File: config.mk
export PLATFORM = sky130hd
export DESIGN_NAME = flash_host
export DESIGN_NICKNAME = d
export VERILOG_FILES = /design/src/flash_host_pkg.sv /design/src/flash_host.sv
export VERILOG_INCLUDE_DIRS = /design/src
export SDC_FILE = /design/constraint.sdc
export NUM_CORES = 1
export LEC_CHECK = 0
export ABC_AREA = 1
export BUFFER_PORTS_ARGS = -buffer_cell sky130_fd_sc_hd__buf_2
export CORE_ASPECT_RATIO = 0.5
export CORE_UTILIZATION = 38
export CTS_CLUSTER_SIZE = 10
export DETAILED_ROUTE_END_ITERATION = 8
export SLEW_MARGIN = 40
export SYNTH_ARGS = -nofsm -noshare
export SYNTH_HDL_FRONTEND = slang
export SYNTH_SLANG_ARGS = --single-unit
File: constraint.sdc
create_clock -name ref_clk_i -period 1.89 [get_ports ref_clk_i]
set_input_delay 0.189 -clock ref_clk_i [delete_from_list [all_inputs] [get_ports ref_clk_i]]
set_output_delay 0.189 -clock ref_clk_i [all_outputs]
set_load 0.005 [all_outputs]
File: src/flash_host_cfg.svh
// constants for the flash ready/busy and power-state host controller
`ifndef FLASH_HOST_CFG_SVH
`define FLASH_HOST_CFG_SVH
// ****************************************************************
// register map
// ****************************************************************
`define CTRL_OFS 8'h00
`define CMD_OFS 8'h04
`define DATA_OFS 8'h08
`define ADDR_OFS 8'h0C
`define STAT_OFS 8'h10
`define RDATA_OFS 8'h14
`define CTRL_AUTO_BIT 8
`define STAT_SEQ_BUSY_BIT 0
`define STAT_FLASH_BUSY_BIT 1
`define STAT_PD_BIT 2
`define STAT_ARRAY_BIT 3
`define STAT_BYTE_LSB 16
// ****************************************************************
// operation codes and commands
// ****************************************************************
`define OP_WR1 3'h1
`define OP_WR2 3'h2
`define OP_RD 3'h3
`define OP_PD_ON 3'h4
`define OP_PD_OFF 3'h5
`define RD_ARRAY_CMD 8'hFF
// ****************************************************************
// timing
// ****************************************************************
`define CLK_MHZ 50
`define WE_LOW_NS 60
`define RD_ACC_NS 100
`define PD_READ_NS 600
`define PD_WRITE_NS 1000
`define SYNC_CYC 2
`define WE_CYC (((`WE_LOW_NS * `CLK_MHZ) + 999) / 1000)
`define RD_CYC ((((`RD_ACC_NS * `CLK_MHZ) + 999) / 1000) + `SYNC_CYC)
`define PD_READ_CYC (((`PD_READ_NS * `CLK_MHZ) + 999) / 1000)
`define PD_WRITE_CYC (((`PD_WRITE_NS * `CLK_MHZ) + 999) / 1000)
`define WAKE_CYC ((`PD_WRITE_CYC > `PD_READ_CYC) ? `PD_WRITE_CYC : `PD_READ_CYC)
`endif

File: src/flash_host_pkg.sv
// types shared by the flash host controller
`default_nettype none
package flash_host_pkg;
    typedef enum logic [2:0] {
        S_IDLE = 3'b000,
        S_SETUP = 3'b001,
        S_WE = 3'b010,
        S_HOLD = 3'b011,
        S_POLL = 3'b100,
        S_RD = 3'b101,
        S_WAKE = 3'b110
    } seq_state_t;
    typedef struct packed {
        logic ce_n;
        logic we_n;
        logic oe_n;
        logic rp_n;
        logic dq_oe_n;
    } pin_ctl_t;
endpackage
`default_nettype wire

File: src/flash_host.sv
// apb-controlled host sequencer for a parallel flash with ready/busy
//
// The implementer's own choices: register access over APB and the register addresses.
`include "flash_host_cfg.svh"
`default_nettype none
module flash_host #(
    parameter int ADDR_W = 18
) (
    input wire logic ref_clk_i,
    input wire logic reset_i,
    input wire logic psel_i,
    input wire logic penable_i,
    input wire logic pwrite_i,
    input wire logic [7:0] paddr_i,
    input wire logic [31:0] pwdata_i,
    output logic [31:0] prdata_o,
    output logic pready_o,
    output logic pslverr_o,
    output flash_host_pkg::pin_ctl_t pins_o,
    output logic [ADDR_W-1:0] addr_o,
    output logic [15:0] dq_o,
    input wire logic [15:0] dq_i,
    input wire logic ready_busy_n_i
);
    // ****************************************************************
    // parameter check
    // ****************************************************************
    if (ADDR_W < 1 || ADDR_W > 32) begin : g_bad_width
        $error("ADDR_W must be 1 to 32");
    end

    localparam logic [7:0] WE_C = 8'(`WE_CYC);
    localparam logic [7:0] RD_C = 8'(`RD_CYC);
    localparam logic [7:0] WAKE_C = 8'(`WAKE_CYC);
    localparam logic [7:0] SYNC_C = 8'(`SYNC_CYC);

    // ****************************************************************
    // pin synchronisers
    // ****************************************************************
    logic [16:0] meta_q;
    logic [16:0] sync_q;
    // two flops for data bus and ready_busy_n
    always_ff @(posedge ref_clk_i) begin
        meta_q <= {ready_busy_n_i, dq_i};
        sync_q <= meta_q;
    end
    logic rb_ready;
    logic [15:0] dq_sync;
    assign rb_ready = sync_q[16];
    assign dq_sync = sync_q[15:0];

    // ****************************************************************
    // sequencer and register state
    // ****************************************************************
    flash_host_pkg::seq_state_t state_q, state_d;
    flash_host_pkg::pin_ctl_t pins_q, pins_d;
    logic [7:0] cnt_q, cnt_d;
    logic [2:0] op_q, op_d;
    logic [1:0] phase_q, phase_d;
    logic [7:0] cmd_q, cmd_d;
    logic [15:0] data_q, data_d;
    logic [ADDR_W-1:0] addr_q, addr_d;
    logic auto_q, auto_d;
    logic pd_q, pd_d;
    logic array_q, array_d;
    logic [7:0] status_q, status_d;
    logic [15:0] rdata_q, rdata_d;
    logic [15:0] dq_q, dq_d;
    logic [31:0] prdata_q, prdata_d;
    logic pready_q, pready_d;
    logic pslverr_q, pslverr_d;
    logic setup_ph;
    logic access_wr;
    logic start;
    logic [2:0] new_op;
    logic bad;
    logic [7:0] out_byte;

    assign setup_ph = psel_i && !penable_i;
    assign access_wr = psel_i && penable_i && pready_q && pwrite_i && !pslverr_q;
    assign start = access_wr && (paddr_i == `CTRL_OFS);
    assign new_op = pwdata_i[2:0];

    // next values of bus answer, registers and sequencer
    always_comb begin
        state_d = state_q;
        pins_d = pins_q;
        cnt_d = cnt_q;
        op_d = op_q;
        phase_d = phase_q;
        cmd_d = cmd_q;
        data_d = data_q;
        addr_d = addr_q;
        auto_d = auto_q;
        pd_d = pd_q;
        array_d = array_q;
        status_d = status_q;
        rdata_d = rdata_q;
        dq_d = dq_q;
        prdata_d = prdata_q;
        pready_d = 1'b1;
        pslverr_d = pslverr_q;
        bad = 1'b0;
        out_byte = (phase_q == 2'd0) ? cmd_q : `RD_ARRAY_CMD;
        // answer prepared in the setup cycle, shown in the access cycle
        if (setup_ph) begin
            prdata_d = 32'h0000_0000;
            case (paddr_i)
                `CTRL_OFS: begin
                    prdata_d[`CTRL_AUTO_BIT] = auto_q;
                    prdata_d[2:0] = op_q;
                    // no pin activity while powered down
                    bad = pwrite_i && (state_q != flash_host_pkg::S_IDLE
                        || (pd_q && new_op != `OP_PD_OFF)
                        || (!pd_q && new_op == `OP_PD_OFF)
                        || new_op == 3'h0 || new_op > `OP_PD_OFF);
                end
                `CMD_OFS: prdata_d[7:0] = cmd_q;
                `DATA_OFS: prdata_d[15:0] = data_q;
                `ADDR_OFS: prdata_d[ADDR_W-1:0] = addr_q;
                `STAT_OFS: begin
                    prdata_d[`STAT_SEQ_BUSY_BIT] = state_q != flash_host_pkg::S_IDLE;
                    prdata_d[`STAT_FLASH_BUSY_BIT] = !rb_ready;
                    prdata_d[`STAT_PD_BIT] = pd_q;
                    prdata_d[`STAT_ARRAY_BIT] = array_q;
                    prdata_d[`STAT_BYTE_LSB +: 8] = status_q;
                    bad = pwrite_i;
                end
                `RDATA_OFS: begin
                    prdata_d[15:0] = rdata_q;
                    bad = pwrite_i;
                end
                default: bad = 1'b1;
            endcase
            pslverr_d = bad;
            if (bad) begin
                prdata_d = 32'h0000_0000;
            end
        end
        // register writes take effect at the access edge
        if (access_wr) begin
            case (paddr_i)
                `CTRL_OFS: auto_d = pwdata_i[`CTRL_AUTO_BIT];
                `CMD_OFS: cmd_d = pwdata_i[7:0];
                `DATA_OFS: data_d = pwdata_i[15:0];
                `ADDR_OFS: addr_d = pwdata_i[ADDR_W-1:0];
                default: ;
            endcase
        end
        case (state_q)
            flash_host_pkg::S_IDLE: begin
                if (start) begin
                    op_d = new_op;
                    phase_d = 2'd0;
                    case (new_op)
                        // every start replays the whole sequence
                        `OP_WR1, `OP_WR2: state_d = flash_host_pkg::S_SETUP;
                        `OP_RD: begin
                            state_d = flash_host_pkg::S_RD;
                            pins_d.ce_n = 1'b0;
                            pins_d.oe_n = 1'b0;
                            cnt_d = RD_C;
                        end
                        `OP_PD_ON: begin
                            // device clears its status, so does our copy
                            pins_d.rp_n = 1'b0;
                            pd_d = 1'b1;
                            status_d = 8'h00;
                        end
                        `OP_PD_OFF: begin
                            pins_d.rp_n = 1'b1;
                            pd_d = 1'b0;
                            array_d = 1'b1;
                            state_d = flash_host_pkg::S_WAKE;
                            cnt_d = WAKE_C;
                        end
                        default: ;
                    endcase
                end
            end
            flash_host_pkg::S_SETUP: begin
                // chip enable and data set up before write enable
                pins_d.ce_n = 1'b0;
                pins_d.dq_oe_n = 1'b0;
                dq_d = (phase_q == 2'd1) ? data_q : {8'h00, out_byte};
                if (phase_q != 2'd1) begin
                    // only byte FFH selects read-array mode
                    array_d = out_byte == `RD_ARRAY_CMD;
                end
                state_d = flash_host_pkg::S_WE;
                cnt_d = WE_C;
            end
            flash_host_pkg::S_WE: begin
                // write enable low only under chip enable
                pins_d.we_n = 1'b0;
                cnt_d = cnt_q - 8'h01;
                // strobe stays low for the full WE_C cycles
                if (cnt_q == 8'h00) begin
                    pins_d.we_n = 1'b1;
                    state_d = flash_host_pkg::S_HOLD;
                end
            end
            flash_host_pkg::S_HOLD: begin
                pins_d.ce_n = 1'b1;
                pins_d.dq_oe_n = 1'b1;
                state_d = flash_host_pkg::S_IDLE;
                if (op_q == `OP_WR2 && phase_q == 2'd0) begin
                    // second write of the two-step sequence
                    phase_d = 2'd1;
                    state_d = flash_host_pkg::S_SETUP;
                end else if (op_q == `OP_WR2 && phase_q == 2'd1) begin
                    // busy must pass the synchroniser before we look or go idle
                    cnt_d = SYNC_C;
                    state_d = flash_host_pkg::S_POLL;
                end
            end
            flash_host_pkg::S_POLL: begin
                if (cnt_q != 8'h00) begin
                    cnt_d = cnt_q - 8'h01;
                end
                // without auto, idle only once busy is visible in status
                if (!auto_q && cnt_q == 8'h01) begin
                    state_d = flash_host_pkg::S_IDLE;
                end
                // read-array issued once the device is ready
                if (auto_q && cnt_q == 8'h00 && rb_ready) begin
                    phase_d = 2'd2;
                    state_d = flash_host_pkg::S_SETUP;
                end
            end
            flash_host_pkg::S_RD: begin
                cnt_d = cnt_q - 8'h01;
                if (cnt_q == 8'h01) begin
                    rdata_d = dq_sync;
                    if (!array_q) begin
                        status_d = dq_sync[7:0];
                    end
                    pins_d.ce_n = 1'b1;
                    pins_d.oe_n = 1'b1;
                    state_d = flash_host_pkg::S_IDLE;
                end
            end
            flash_host_pkg::S_WAKE: begin
                // hold off accesses for the exit delays
                cnt_d = cnt_q - 8'h01;
                if (cnt_q == 8'h01) begin
                    state_d = flash_host_pkg::S_IDLE;
                end
            end
            default: state_d = flash_host_pkg::S_IDLE;
        endcase
    end

    // register all sequencer, register and bus state
    always_ff @(posedge ref_clk_i) begin
        if (reset_i) begin
            state_q <= flash_host_pkg::S_IDLE;
            pins_q <= 5'b11111;
            cnt_q <= 8'h00;
            op_q <= 3'h0;
            phase_q <= 2'd0;
            cmd_q <= 8'h00;
            data_q <= 16'h0000;
            addr_q <= '0;
            auto_q <= 1'b0;
            pd_q <= 1'b0;
            array_q <= 1'b1;
            status_q <= 8'h00;
            rdata_q <= 16'h0000;
            dq_q <= 16'h0000;
            prdata_q <= 32'h0000_0000;
            pready_q <= 1'b0;
            pslverr_q <= 1'b0;
        end else begin
            state_q <= state_d;
            pins_q <= pins_d;
            cnt_q <= cnt_d;
            op_q <= op_d;
            phase_q <= phase_d;
            cmd_q <= cmd_d;
            data_q <= data_d;
            addr_q <= addr_d;
            auto_q <= auto_d;
            pd_q <= pd_d;
            array_q <= array_d;
            status_q <= status_d;
            rdata_q <= rdata_d;
            dq_q <= dq_d;
            prdata_q <= prdata_d;
            pready_q <= pready_d;
            pslverr_q <= pslverr_d;
        end
    end

    assign pins_o = pins_q;
    assign addr_o = addr_q;
    assign dq_o = dq_q;
    assign prdata_o = prdata_q;
    assign pready_o = pready_q;
    assign pslverr_o = pslverr_q;

    // ****************************************************************
    // checks
    // ****************************************************************
    logic [7:0] since_rp_q;
    // cycles since reset_powerdown_n rose, saturating
    always_ff @(posedge ref_clk_i) begin
        if (reset_i) begin
            // reset_powerdown_n stays high through reset: no exit delay owed
            since_rp_q <= 8'hFF;
        end else if (!pins_q.rp_n) begin
            since_rp_q <= 8'h00;
        end else if (since_rp_q != 8'hFF) begin
            since_rp_q <= since_rp_q + 8'h01;
        end
    end
endmodule
`default_nettype wire

# After elaboration in Yosys (flattened, before gate mapping)
# Cells that the tools add are included.
# op_classes
n_addsub	1
reduce_logical	56
magnitude_cmp	1
muxes	51
eq_ne	39
# op_table
cell	count
8-bit 2-to-1 mux	9
8-bit one-hot mux with 5 select lines	1
3-bit one-hot mux with 6 select lines	2
8-bit one-hot mux with 2 select lines	2
24-bit 2-to-1 mux	1
2-bit inequality test, second input constant	11
3-bit 2-to-1 mux	7
7-bit one-hot mux with 3 select lines	1
8-bit by 4-bit == test with 1-bit output, second input constant	2
8-bit by 5-bit == test with 1-bit output, second input constant	2
8-bit zero test	2
16-bit 2-to-1 mux	1
4-bit one-hot mux with 4 select lines	1
4-bit AND reduction	4
3-bit by 2-bit == test with 1-bit output, second input constant	5
3-bit == test, second input constant	5
1-bit logical AND	14
2-bit AND reduction	6
1-bit one-hot mux with 2 select lines	5
5-bit AND reduction	2
1-bit 2-to-1 mux	9
3-bit one-hot mux with 3 select lines	1
8-bit by 1-bit == test with 1-bit output, second input constant	1
8-bit by 3-bit == test with 1-bit output, second input constant	1
other kinds (29)	53
# word_totals
ff_bits	174
word_cells	171
in_bits	62

# Longest topological paths before layout
# Gate-level depths: netlist of run 1.
# logic_depth
depth_word	10
ltp_mapped	12
depth_no_buf	12

# Worst setup path after synthesis of run 1
# Ideal clock, no wire load.
# synth_path
path_kind	reg-to-reg
from	register cnt_q[1]
to	register rdata_q[5]
path_buffers	2
setup_time_ps	80
stages_incl_launch_ff	10
arrival_ps	1410
path_slack_ps	400
cell_sequence	dfxtp_1 inv_1 ha_1 nand2_1 or2_1 buf_6 nor2_8 buf_6 nor2_1 a211oi_2
# synth_between
elab_chain_len	2
# synth_rtl
element	line_no	source
start: declaration	flash_host.sv:57	logic [7:0] cnt_q, cnt_d;
start signal: assignment	flash_host.sv:277	cnt_q <= cnt_d;
8-bit by 1-bit == test with 1-bit output	flash_host.sv:233	if (cnt_q == 8'h01) begin
2-bit AND reduction (no source line)	--	
end signal: assignment	flash_host.sv:287	rdata_q <= rdata_d;
end: declaration	flash_host.sv:67	logic [15:0] rdata_q, rdata_d;
# No other way between the ends.
# A chain may end at the register's enable or synchronous reset.

# Worst setup path after layout of run 1
# layout_path
from	register cnt_q[1]
to	register rdata_q[3]
# Same word-level chain as after synthesis.

==> results of run 1 <==
[how the worst max path moves through the flow]
| stage | start | endpoint | cells after the start | slack, ns |
|---|---|---|---|---|
| after floorplan | cnt_q[1] | rdata_q[5] | 9 | 0.40 |
| after global placement | cnt_q[1] | rdata_q[4] | 8 | 0.17 |
| after detailed placement | cnt_q[1] | rdata_q[3] | 8 | 0.15 |
| after CTS | cnt_q[1] | rdata_q[5] | 8 | 0.12 |
| after global routing | state_q[1] | prdata_o[5] | 9 | 0.0009 |
| final | cnt_q[1] | rdata_q[3] | 7 | 0.12 |
[cell families after synthesis]
group | Yosys count | share of synthesized area (%)
compound gates | 199 | 14.60
xor+xnor | 2 | 0.2433
fa+ha+maj | 3 | 0.5213
buf+inv | 147 | 9.470
flops | 166 | 46.15
other cells | 1 | 0.05208
simple gates | 458 | 28.97
[cell type report]
type                            count  area share, %
Clock buffer                       17          4.773
Clock inverter                     15          2.400
Inverter                           94          3.958
Multi-Input combinational cell    671          36.38
Sequential cell                   166          37.28
Tap cell                          259          3.636
Timing Repair Buffer              166          11.57
[metal layers]
layer  GRT usage, %  vias to the layer above
met1          29.65                     3096
met4          4.472                        0
met2          31.10                      159
li1               -                     3438
met5              0                        -
met3          4.069                        8
[flip-flops by register name, summed over array words and instances (netlist names)]
register   flops
status_q       8
pready_o       1
auto_q         1
addr_o        18
dq_o          16
data_q        16
cnt_q          8
pd_q           1
pslverr_o      1
cmd_q          8
rdata_q       16
prdata_o      24
state_q        3
sync_q        17
meta_q        17
phase_q        2
array_q        1
pins_o         5
op_q           3
[cells in the final DEF, fill, tap and decap left out, types with 22 or more instances in the layout]
| cell | n |
|---|---|
| dfxtp_1 | 166 |
| nand2_1 | 156 |
| nor2_1 | 156 |
| buf_2 | 112 |
| o21ai_0 | 81 |
| a21oi_1 | 80 |
| nand3_1 | 79 |
| inv_1 | 76 |
| buf_4 | 32 |
| o21ai_1 | 22 |
[timing repair]
item | in CTS | in global routing
endpoints found under the setup margin | 0 | 11
hold endpoints to repair | 21 | 0
hold buffers | 21 | 0
gates resized for setup | 0 | 2
[worst max-delay path, cell delays in order, from the launching register on]
cell,delay (ns)
dfxtp_1,0.31
inv_1,0.13
ha_1,0.17
nand2_1,0.08
or2_1,0.29
buf_4,0.20
nor2_4,0.31
a211oi_1,0.12
[stage by stage]
step                utilization (%)  setup slack (ns)
floorplan                         -            0.3997
global placement              43.52            0.1700
detailed placement            43.52            0.1489
CTS                           48.12            0.1173
global route                  48.23         0.0008586
finish                        48.23            0.1196
[power groups by stage]
stage / combinational, mW / clock (mW) / sequential, mW
detailed placement: 1.19 / 0 / 3.83
global placement: 1.17 / 0 / 3.82
floorplan: 0.822 / 0 / 3.82
global route: 1.41 / 4.03 / 3.77
CTS: 1.23 / 3.88 / 3.75
finish: 1.24 / 3.79 / 3.75
==> flow_metrics.py, run 1 <==
metrics = {
    "clocking": {
        "clkTransAtPathRegs_ns": 0.07,
        "cts_tree": "built",
        "clock_latency_ns": 0.43,
        "max-clock-path-buffers": 2,
        "cts-root-buf": "clkbuf_16",
        "post-cts-setup-buffers": 0,
        "clock_sinks": 166,
        "cts_max_level": 4,
        "numCtsBuffers": 17,
    },
    "drt": {
        "wl_mm": 19.70,
        "dr.first_iter.drc_count": 482,
        "route.detailed.drc": 0,
        "dr.pass1.iters": 5,
        "num_vias": 6701,
        "dr_wl_met2_mm": 8.737,
        "top_layer_used": "met4",
        "wl_met3_um": 870,
        "met1_length_mm": 10.01,
        "antenna_left": 0,
        "viasPerCell": 4.828,
        "routedWlPerCell_um": 14.19,
    },
    "sta": {
        "hold_violations": 0,
        "tightest_slew_ns": 0.6266,
        "hold_ws_ns": 0.01682,
        "finalMaxSlewViolations": 0,
        "max_slew_margin_pct": 58.22,
        "setup_tns_ns": 0,
        "finalCritPeriodShare_pct": 93.67,
        "setup_viol": 0,
        "finalCriticalPeriod_ns": 1.770,
        "grt_setup_unrepaired": "no",
        "skew_ns": 0.01123,
        "fmax_mhz": 564.9,
    },
    "yosys": {
        "syn_inst": 976,
        "yosysMostFrequentCell": "dfxtp_1",
        "seq_area_frac_synth_pct": 46.15,
        "synth_edf_count": 0,
        "synth_cell_types": 41,
        "avgSynthCellArea_um2": 7.378,
        "synth_common_cells": "dfxtp_1, nand2_1, nor2_1",
        "syn_area_um2": 7201,
        "synth_top_area_share_pct": 46.15,
        "ys_seq_elements": 166,
        "synth-main-ff-cell": "dfxtp_1",
        "async_flop_share_pct": 0,
        "synth.largest_area_cell": "dfxtp_1",
        "synthTopCellsByArea": "dfxtp_1, nand2_1, nor2_1, o21ai_0, a21oi_1",
        "yosys_warnings": 0,
    },
    "global_routing": {
        "antenna_found_initial": 0,
        "first_global_vias": 6079,
        "grt_max_degree": 59,
        "grtUsageTotal_pct": 20.39,
        "grt_first_pass_wirelength_mm": 31.33,
        "grt_overflow_total": 0,
    },
    "finish": {
        "stdcell_area_um2": 8914,
        "fin_cells": 1388,
        "areaGrowthSynthToFinish_pct": 23.79,
        "multi_input_area_um2": 3243,
        "diodes": 0,
        "fin_nets": 1181,
        "regArea_um2": 3323,
        "fillers": 1897,
        "drive_above_1_share_pct": 21.61,
    },
    "placed_design": {
        "gp_congestion": 0.8647,
        "hpwl_mm": 14.35,
        "placedCellCount": 1334,
        "placed_cell_area_um2": 8043,
        "port_buffers": 112,
    },
    "die": {
        "die_area_um2": 19540,
        "start_util_pct": 38.96,
        "die_h_um": 99.34,
        "core_area_um2": 18480,
        "io_pins": 135,
        "rows": 35,
        "die_w_um": 196.7,
    },
    "pwr": {
        "powerDensity_nw_per_um2": 985.1,
        "seqPwrFrac_pct": 42.7,
        "power_leakage_nw": 4.064,
        "finalPower_mw": 8.781,
        "switching_share_pct": 27.22,
        "switchingPower_mw": 2.390,
        "vdd_drop_max_mv": 0.6126,
        "power_frac_clock_pct": 43.2,
        "comb_power_share_pct": 14.1,
        "power.internal_mw": 6.390,
    },
    "critical_path": {
        "endpoint_kind": "register",
        "rrSetupSlack_ns": 0.12,
        "r2r_end": "rdata_q[3]",
        "crit_path_start_kind": "register",
        "r2r_start": "cnt_q[1]",
        "r2r_cells": 7,
        "worstSetupPathType": "register to register",
        "cp_max_fo": 12,
        "cp.arrival_ns": 2.05,
        "worstPathRequired_ns": 2.17,
    },
    "min_path": {
        "holdPathStages": 3,
        "hp-class": "primary input to register",
        "hp-start": "pwdata_i[13]",
        "worstHoldEndpoint": "data_q[13]",
    },
    "status": {
        "status": "finished clean",
    },
    "flow_run": {
        "cap_viol_max_count": 0,
    },
}
(Power assumes the default switching activity.)
==> run 2, diff against run 1 <==
--- a/config.mk
+++ b/config.mk
@@ -8,9 +8,8 @@
 export LEC_CHECK = 0
 export ABC_AREA = 1
 export BUFFER_PORTS_ARGS = -buffer_cell sky130_fd_sc_hd__buf_2
-export CORE_ASPECT_RATIO = 0.5
 export CORE_UTILIZATION = 38
-export CTS_CLUSTER_SIZE = 10
+export CTS_CLUSTER_SIZE = 24
 export DETAILED_ROUTE_END_ITERATION = 8
 export SLEW_MARGIN = 40
 export SYNTH_ARGS = -nofsm -noshare
==> flow_metrics.py, run 2 (synthesis gave the netlist of run 1 again) <==
metrics = {
    "sta": {
        "max_slew_margin_pct": 59.67,
        "hold_violations": 0,
        "skew_ns": 0.01590,
        "grt_setup_unrepaired": "no",
        "finalCritPeriodShare_pct": 93.81,
        "setup_viol": 0,
        "tightest_slew_ns": 0.6050,
        "finalMaxSlewViolations": 0,
        "setup_tns_ns": 0,
        "fmax_mhz": 564.0,
        "finalCriticalPeriod_ns": 1.773,
    },
    "die": {
        "core_area_um2": 18270,
        "die_w_um": 139.7,
        "io_pins": 135,
        "die_area_um2": 19500,
        "die_h_um": 139.7,
        "rows": 49,
        "start_util_pct": 39.41,
    },
    "critical_path": {
        "cp_max_fo": 12,
        "r2r_cells": 7,
        "cp.arrival_ns": 2.15,
        "r2r_start": "cnt_q[2]",
        "endpoint_kind": "register",
        "crit_path_start_kind": "register",
        "rrSetupSlack_ns": 0.12,
        "worstPathRequired_ns": 2.27,
        "r2r_end": "rdata_q[13]",
        "worstSetupPathType": "register to register",
    },
    "min_path": {
        "worstHoldEndpoint": "data_q[12]",
        "hp-class": "primary input to register",
        "hp-start": "pwdata_i[12]",
        "holdPathStages": 3,
    },
    "clocking": {
        "numCtsBuffers": 17,
        "cts_tree": "built",
        "max-clock-path-buffers": 2,
        "cts-root-buf": "clkbuf_16",
        "post-cts-setup-buffers": 0,
        "cts_max_level": 4,
        "clock_sinks": 166,
        "clock_latency_ns": 0.44,
        "clkTransAtPathRegs_ns": 0.07,
    },
    "finish": {
        "final_common_cell": "dfxtp_1",
        "fin_util_pct": 48.08,
        "most-common-layout-cells": "dfxtp_1, nand2_1, nor2_1",
        "largest_register_ffs": 24,
        "areaGrowthSynthToFinish_pct": 22.00,
        "fin_cells": 1355,
        "fillers": 1858,
        "stdcell_area_um2": 8785,
        "drive_above_1_share_pct": 21.33,
        "fin_nets": 1178,
    },
    "pwr": {
        "powerDensity_nw_per_um2": 939.8,
        "vdd_drop_max_mv": 0.6850,
        "power_leakage_nw": 4.008,
    },
    "drt": {
        "route.detailed.drc": 0,
        "routedWlPerCell_um": 14.68,
        "antenna_left": 0,
        "dr.pass1.iters": 5,
        "dr.first_iter.drc_count": 345,
        "viasPerCell": 4.906,
        "num_vias": 6647,
        "wl_mm": 19.89,
    },
    "placed_design": {
        "port_buffers": 112,
        "placed_cell_area_um2": 7988,
        "gp_congestion": 0.8725,
        "placedCellCount": 1300,
        "hpwl_mm": 14.44,
    },
    "global_routing": {
        "grtUsageTotal_pct": 20.78,
        "first_global_vias": 6056,
        "grt_first_pass_wirelength_mm": 31.50,
        "grt_max_degree": 78,
        "antenna_found_initial": 2,
        "grt_overflow_total": 0,
    },
    "flow_run": {
        "cap_viol_max_count": 0,
    },
    "status": {
        "status": "finished clean",
    },
}
## run 2: cell count changes in the layout (fill, tap and decap cells not counted), moves of 2 or more
cell	change
buf_4	-5
bufinv_16	-4
clkbuf_8	+2
clkinv_2	-2
clkinvlp_4	+3
inv_1	-2
inv_8	-2
## run 2: stage by stage
stage / power [mW] / worst slack, ns / hold WS [ns]
floorplan: 4.642 / 0.3997 / 0.2167
global placement: 5.014 / 0.1024 / 0.2908
detailed placement: 5.028 / 0.06664 / 0.2926
CTS: 8.310 / 0.08045 / 0.001981
global route: 8.653 / 0.009275 / 0.01087
finish: 8.256 / 0.1170 / 0.009739
## run 2: what timing repair did
item                                    in CTS  in global routing
hold endpoints to repair                    25                  0
resized for setup                            0                  5
hold buffers                                22                  0
endpoints found under the setup margin       0                 28
## run 2: cell type report
type	instances	area (um2)	area share, %
Sequential cell	166	3324	37.84
Multi-Input combinational cell	671	3246	36.95
Timing Repair Buffer	163	1023	11.65
Clock buffer	20	456.7	5.199
Inverter	94	352.8	4.017
Tap cell	229	286.5	3.262
Clock inverter	11	92.59	1.054
Antenna cell	1	2.502	0.02849
## run 2: where the power goes
part / leakage (nW) / internal (mW) / switching, mW
sequential: 1.35 / 3.67 / 0.0851
combinational: 2.40 / 0.472 / 0.774
clock: 0.259 / 1.77 / 1.49
## run 2: layer usage
metal / share of wire, % / up-vias / track usage, %
li1: - / 3433 / -
met2: 49 / 166 / 34.73
met3: 4.8 / 28 / 5.093
met5: 0.040 / - / 0
met1: 45 / 3018 / 26.21
met4: 1.5 / 2 / 6.767
## run 2: worst max-delay path, cell delays in order, from the launching register on
cell     delay (ns)
dfxtp_1        0.35
nor2_2         0.17
nand2_1        0.11
or2_1          0.36
buf_12         0.20
nor2_4         0.31
o21ai_1        0.12
nor2_1         0.10
## run 2: worst max path at each step
stage             endpoint        from
5_1_grt         rdata_q[3]    cnt_q[1]
2_1_floorplan   rdata_q[5]    cnt_q[1]
3_5_place_dp    addr_o[16]  paddr_i[7]
3_3_place_gp    addr_o[16]  paddr_i[7]
6_report       rdata_q[13]    cnt_q[2]
4_1_cts         rdata_q[3]    cnt_q[2]
==> run 3, diff against run 2 <==
--- a/config.mk
+++ b/config.mk
@@ -9,6 +9,7 @@
 export ABC_AREA = 1
 export BUFFER_PORTS_ARGS = -buffer_cell sky130_fd_sc_hd__buf_2
 export CORE_UTILIZATION = 38
+export CTS_BUF_LIST = sky130_fd_sc_hd__clkbuf_16
 export CTS_CLUSTER_SIZE = 24
 export DETAILED_ROUTE_END_ITERATION = 8
 export SLEW_MARGIN = 40
==> constraint.sdc (replaced) <==
create_clock -name ref_clk_i -period 2.3 [get_ports ref_clk_i]
set_input_delay 0.23 -clock ref_clk_i [delete_from_list [all_inputs] [get_ports ref_clk_i]]
set_output_delay 0.23 -clock ref_clk_i [all_outputs]
set_load 0.005 [all_outputs]
==> flow_metrics.py, run 3 (synthesis gave the netlist of run 1 again) <==
metrics = {
    "status": {
        "status": "finished clean",
    },
    "critical_path": {
        "crit_path_start_kind": "register",
        "endpoint_kind": "register",
        "cp_max_fo": 16,
        "worstSetupPathType": "register to register",
        "cp.arrival_ns": 2.16,
        "worstPathRequired_ns": 2.60,
    },
    "pwr": {
        "finalPower_mw": 6.836,
        "vdd_drop_max_mv": 0.5329,
        "powerDensity_nw_per_um2": 790.3,
        "power_leakage_nw": 3.943,
    },
    "finish": {
        "largest_register_ffs": 24,
        "final_common_cell": "dfxtp_1",
        "fin_cells": 1341,
        "stdcell_area_um2": 8651,
        "fin_nets": 1163,
        "most-common-layout-cells": "dfxtp_1, nand2_1, nor2_1",
        "areaGrowthSynthToFinish_pct": 20.14,
        "fin_util_pct": 47.35,
        "drive_above_1_share_pct": 20.52,
    },
    "clocking": {
        "cts-root-buf": "clkbuf_16",
        "clkTransAtPathRegs_ns": 0.07,
        "cts_tree": "built",
        "max-clock-path-buffers": 2,
        "cts_max_level": 4,
        "cts_resized": 0,
        "clock_latency_ns": 0.44,
        "clock_sinks": 166,
        "numCtsBuffers": 17,
        "post-cts-setup-buffers": 0,
    },
    "sta": {
        "fmax_mhz": 539.4,
        "skew_ns": 0.01061,
        "hold_violations": 0,
        "max_slew_margin_pct": 59.06,
        "finalCritPeriodShare_pct": 80.61,
        "grt_setup_unrepaired": "no",
        "finalCriticalPeriod_ns": 1.854,
        "finalMaxSlewViolations": 0,
        "setup_viol": 0,
        "tightest_slew_ns": 0.6141,
        "setup_tns_ns": 0,
    },
    "placed_design": {
        "gp_congestion": 0.8423,
        "placed_cell_area_um2": 7908,
        "port_buffers": 112,
        "placedCellCount": 1291,
        "hpwl_mm": 14.44,
    },
    "min_path": {
        "hp-class": "primary input to register",
    },
    "drt": {
        "dr.pass1.iters": 5,
        "num_vias": 6541,
        "dr.first_iter.drc_count": 373,
        "route.detailed.drc": 0,
        "viasPerCell": 4.878,
        "antenna_left": 0,
        "wl_mm": 19.84,
        "routedWlPerCell_um": 14.79,
    },
    "die": {
        "core_area_um2": 18270,
        "die_area_um2": 19500,
        "io_pins": 135,
        "die_h_um": 139.7,
        "start_util_pct": 39.41,
        "rows": 49,
        "die_w_um": 139.7,
    },
    "global_routing": {
        "grt_first_pass_wirelength_mm": 31.48,
        "grt_overflow_total": 0,
        "first_global_vias": 5951,
        "grtUsageTotal_pct": 20.73,
        "antenna_found_initial": 2,
        "grt_max_degree": 70,
    },
    "flow_run": {
        "cap_viol_max_count": 0,
    },
}
[run 3: cell count changes in the layout (fill, tap and decap cells not counted), sizes merged]
cell / before / now
buf: 141 / 132
dlygate4sd3: 22 / 17
clkbuf: 20 / 17
clkinv: 3 / 5
bufinv: 0 / 1
inv: 98 / 101
clkinvlp: 4 / 2
nor2: 173 / 172
[run 3: critical path: stages (launching register included)]
cell and delay, ns:
dfxtp_1 0.34, inv_1 0.11, ha_1 0.20, nand2_1 0.10, or2_1 0.38, nand2_1 0.16
nand3_4 0.22, nand2_1 0.08, o21ai_1 0.08, nor2_1 0.05
[run 3: final timing paths]
path | start | end | slack, ns | cells after the start
min | pwdata_i[17] | addr_o[17] | 0.04 | 3
max | cnt_q[1] | status_q[3] | 0.45 | 9
min reg2reg | meta_q[16] | sync_q[16] | 0.33 | 0
max reg2reg | cnt_q[1] | status_q[3] | 0.45 | 9
[run 3: area by class of cell]
class	count	area, um2
repair buffers	149	893.4
well taps	229	286.5
flip-flops and latches	166	3323
clock buffers	17	425.4
fillers	1866	9619
diodes	1	2.502
clock inverters	15	145.1
inverters	94	352.8
multi-input cells	670	3222
[run 3: report_power, final]
| group | internal, mW | switching (mW) | total [mW] | leakage [nW] |
|---|---|---|---|---|
| registers | 3.01 | 0.0691 | 3.08 | 1.35 |
| clock network | 1.52 | 1.27 | 2.79 | 0.282 |
| logic | 0.348 | 0.614 | 0.962 | 2.31 |
[run 3: timing repair]
action,CTS,global route
hold endpoints to repair,17,0
endpoints found under the setup margin,0,0
hold buffers,17,0
[run 3: routing by layer]
metal	up-vias	global-route usage [%]	share of wire (%)
li1	3400	-	-
met1	2958	26.72	46
met2	159	34.49	48
met3	22	4.749	4.5
met4	2	6.131	1.3
met5	-	0	0.055
[run 3: stage by stage]
stage | hold WS (ns) | setup slack (ns)
floorplan | 0.2577 | 0.8097
global placement | 0.3112 | 0.4172
detailed placement | 0.3121 | 0.3973
CTS | 0.02581 | 0.4544
global route | 0.04207 | 0.3031
finish | 0.03547 | 0.4460
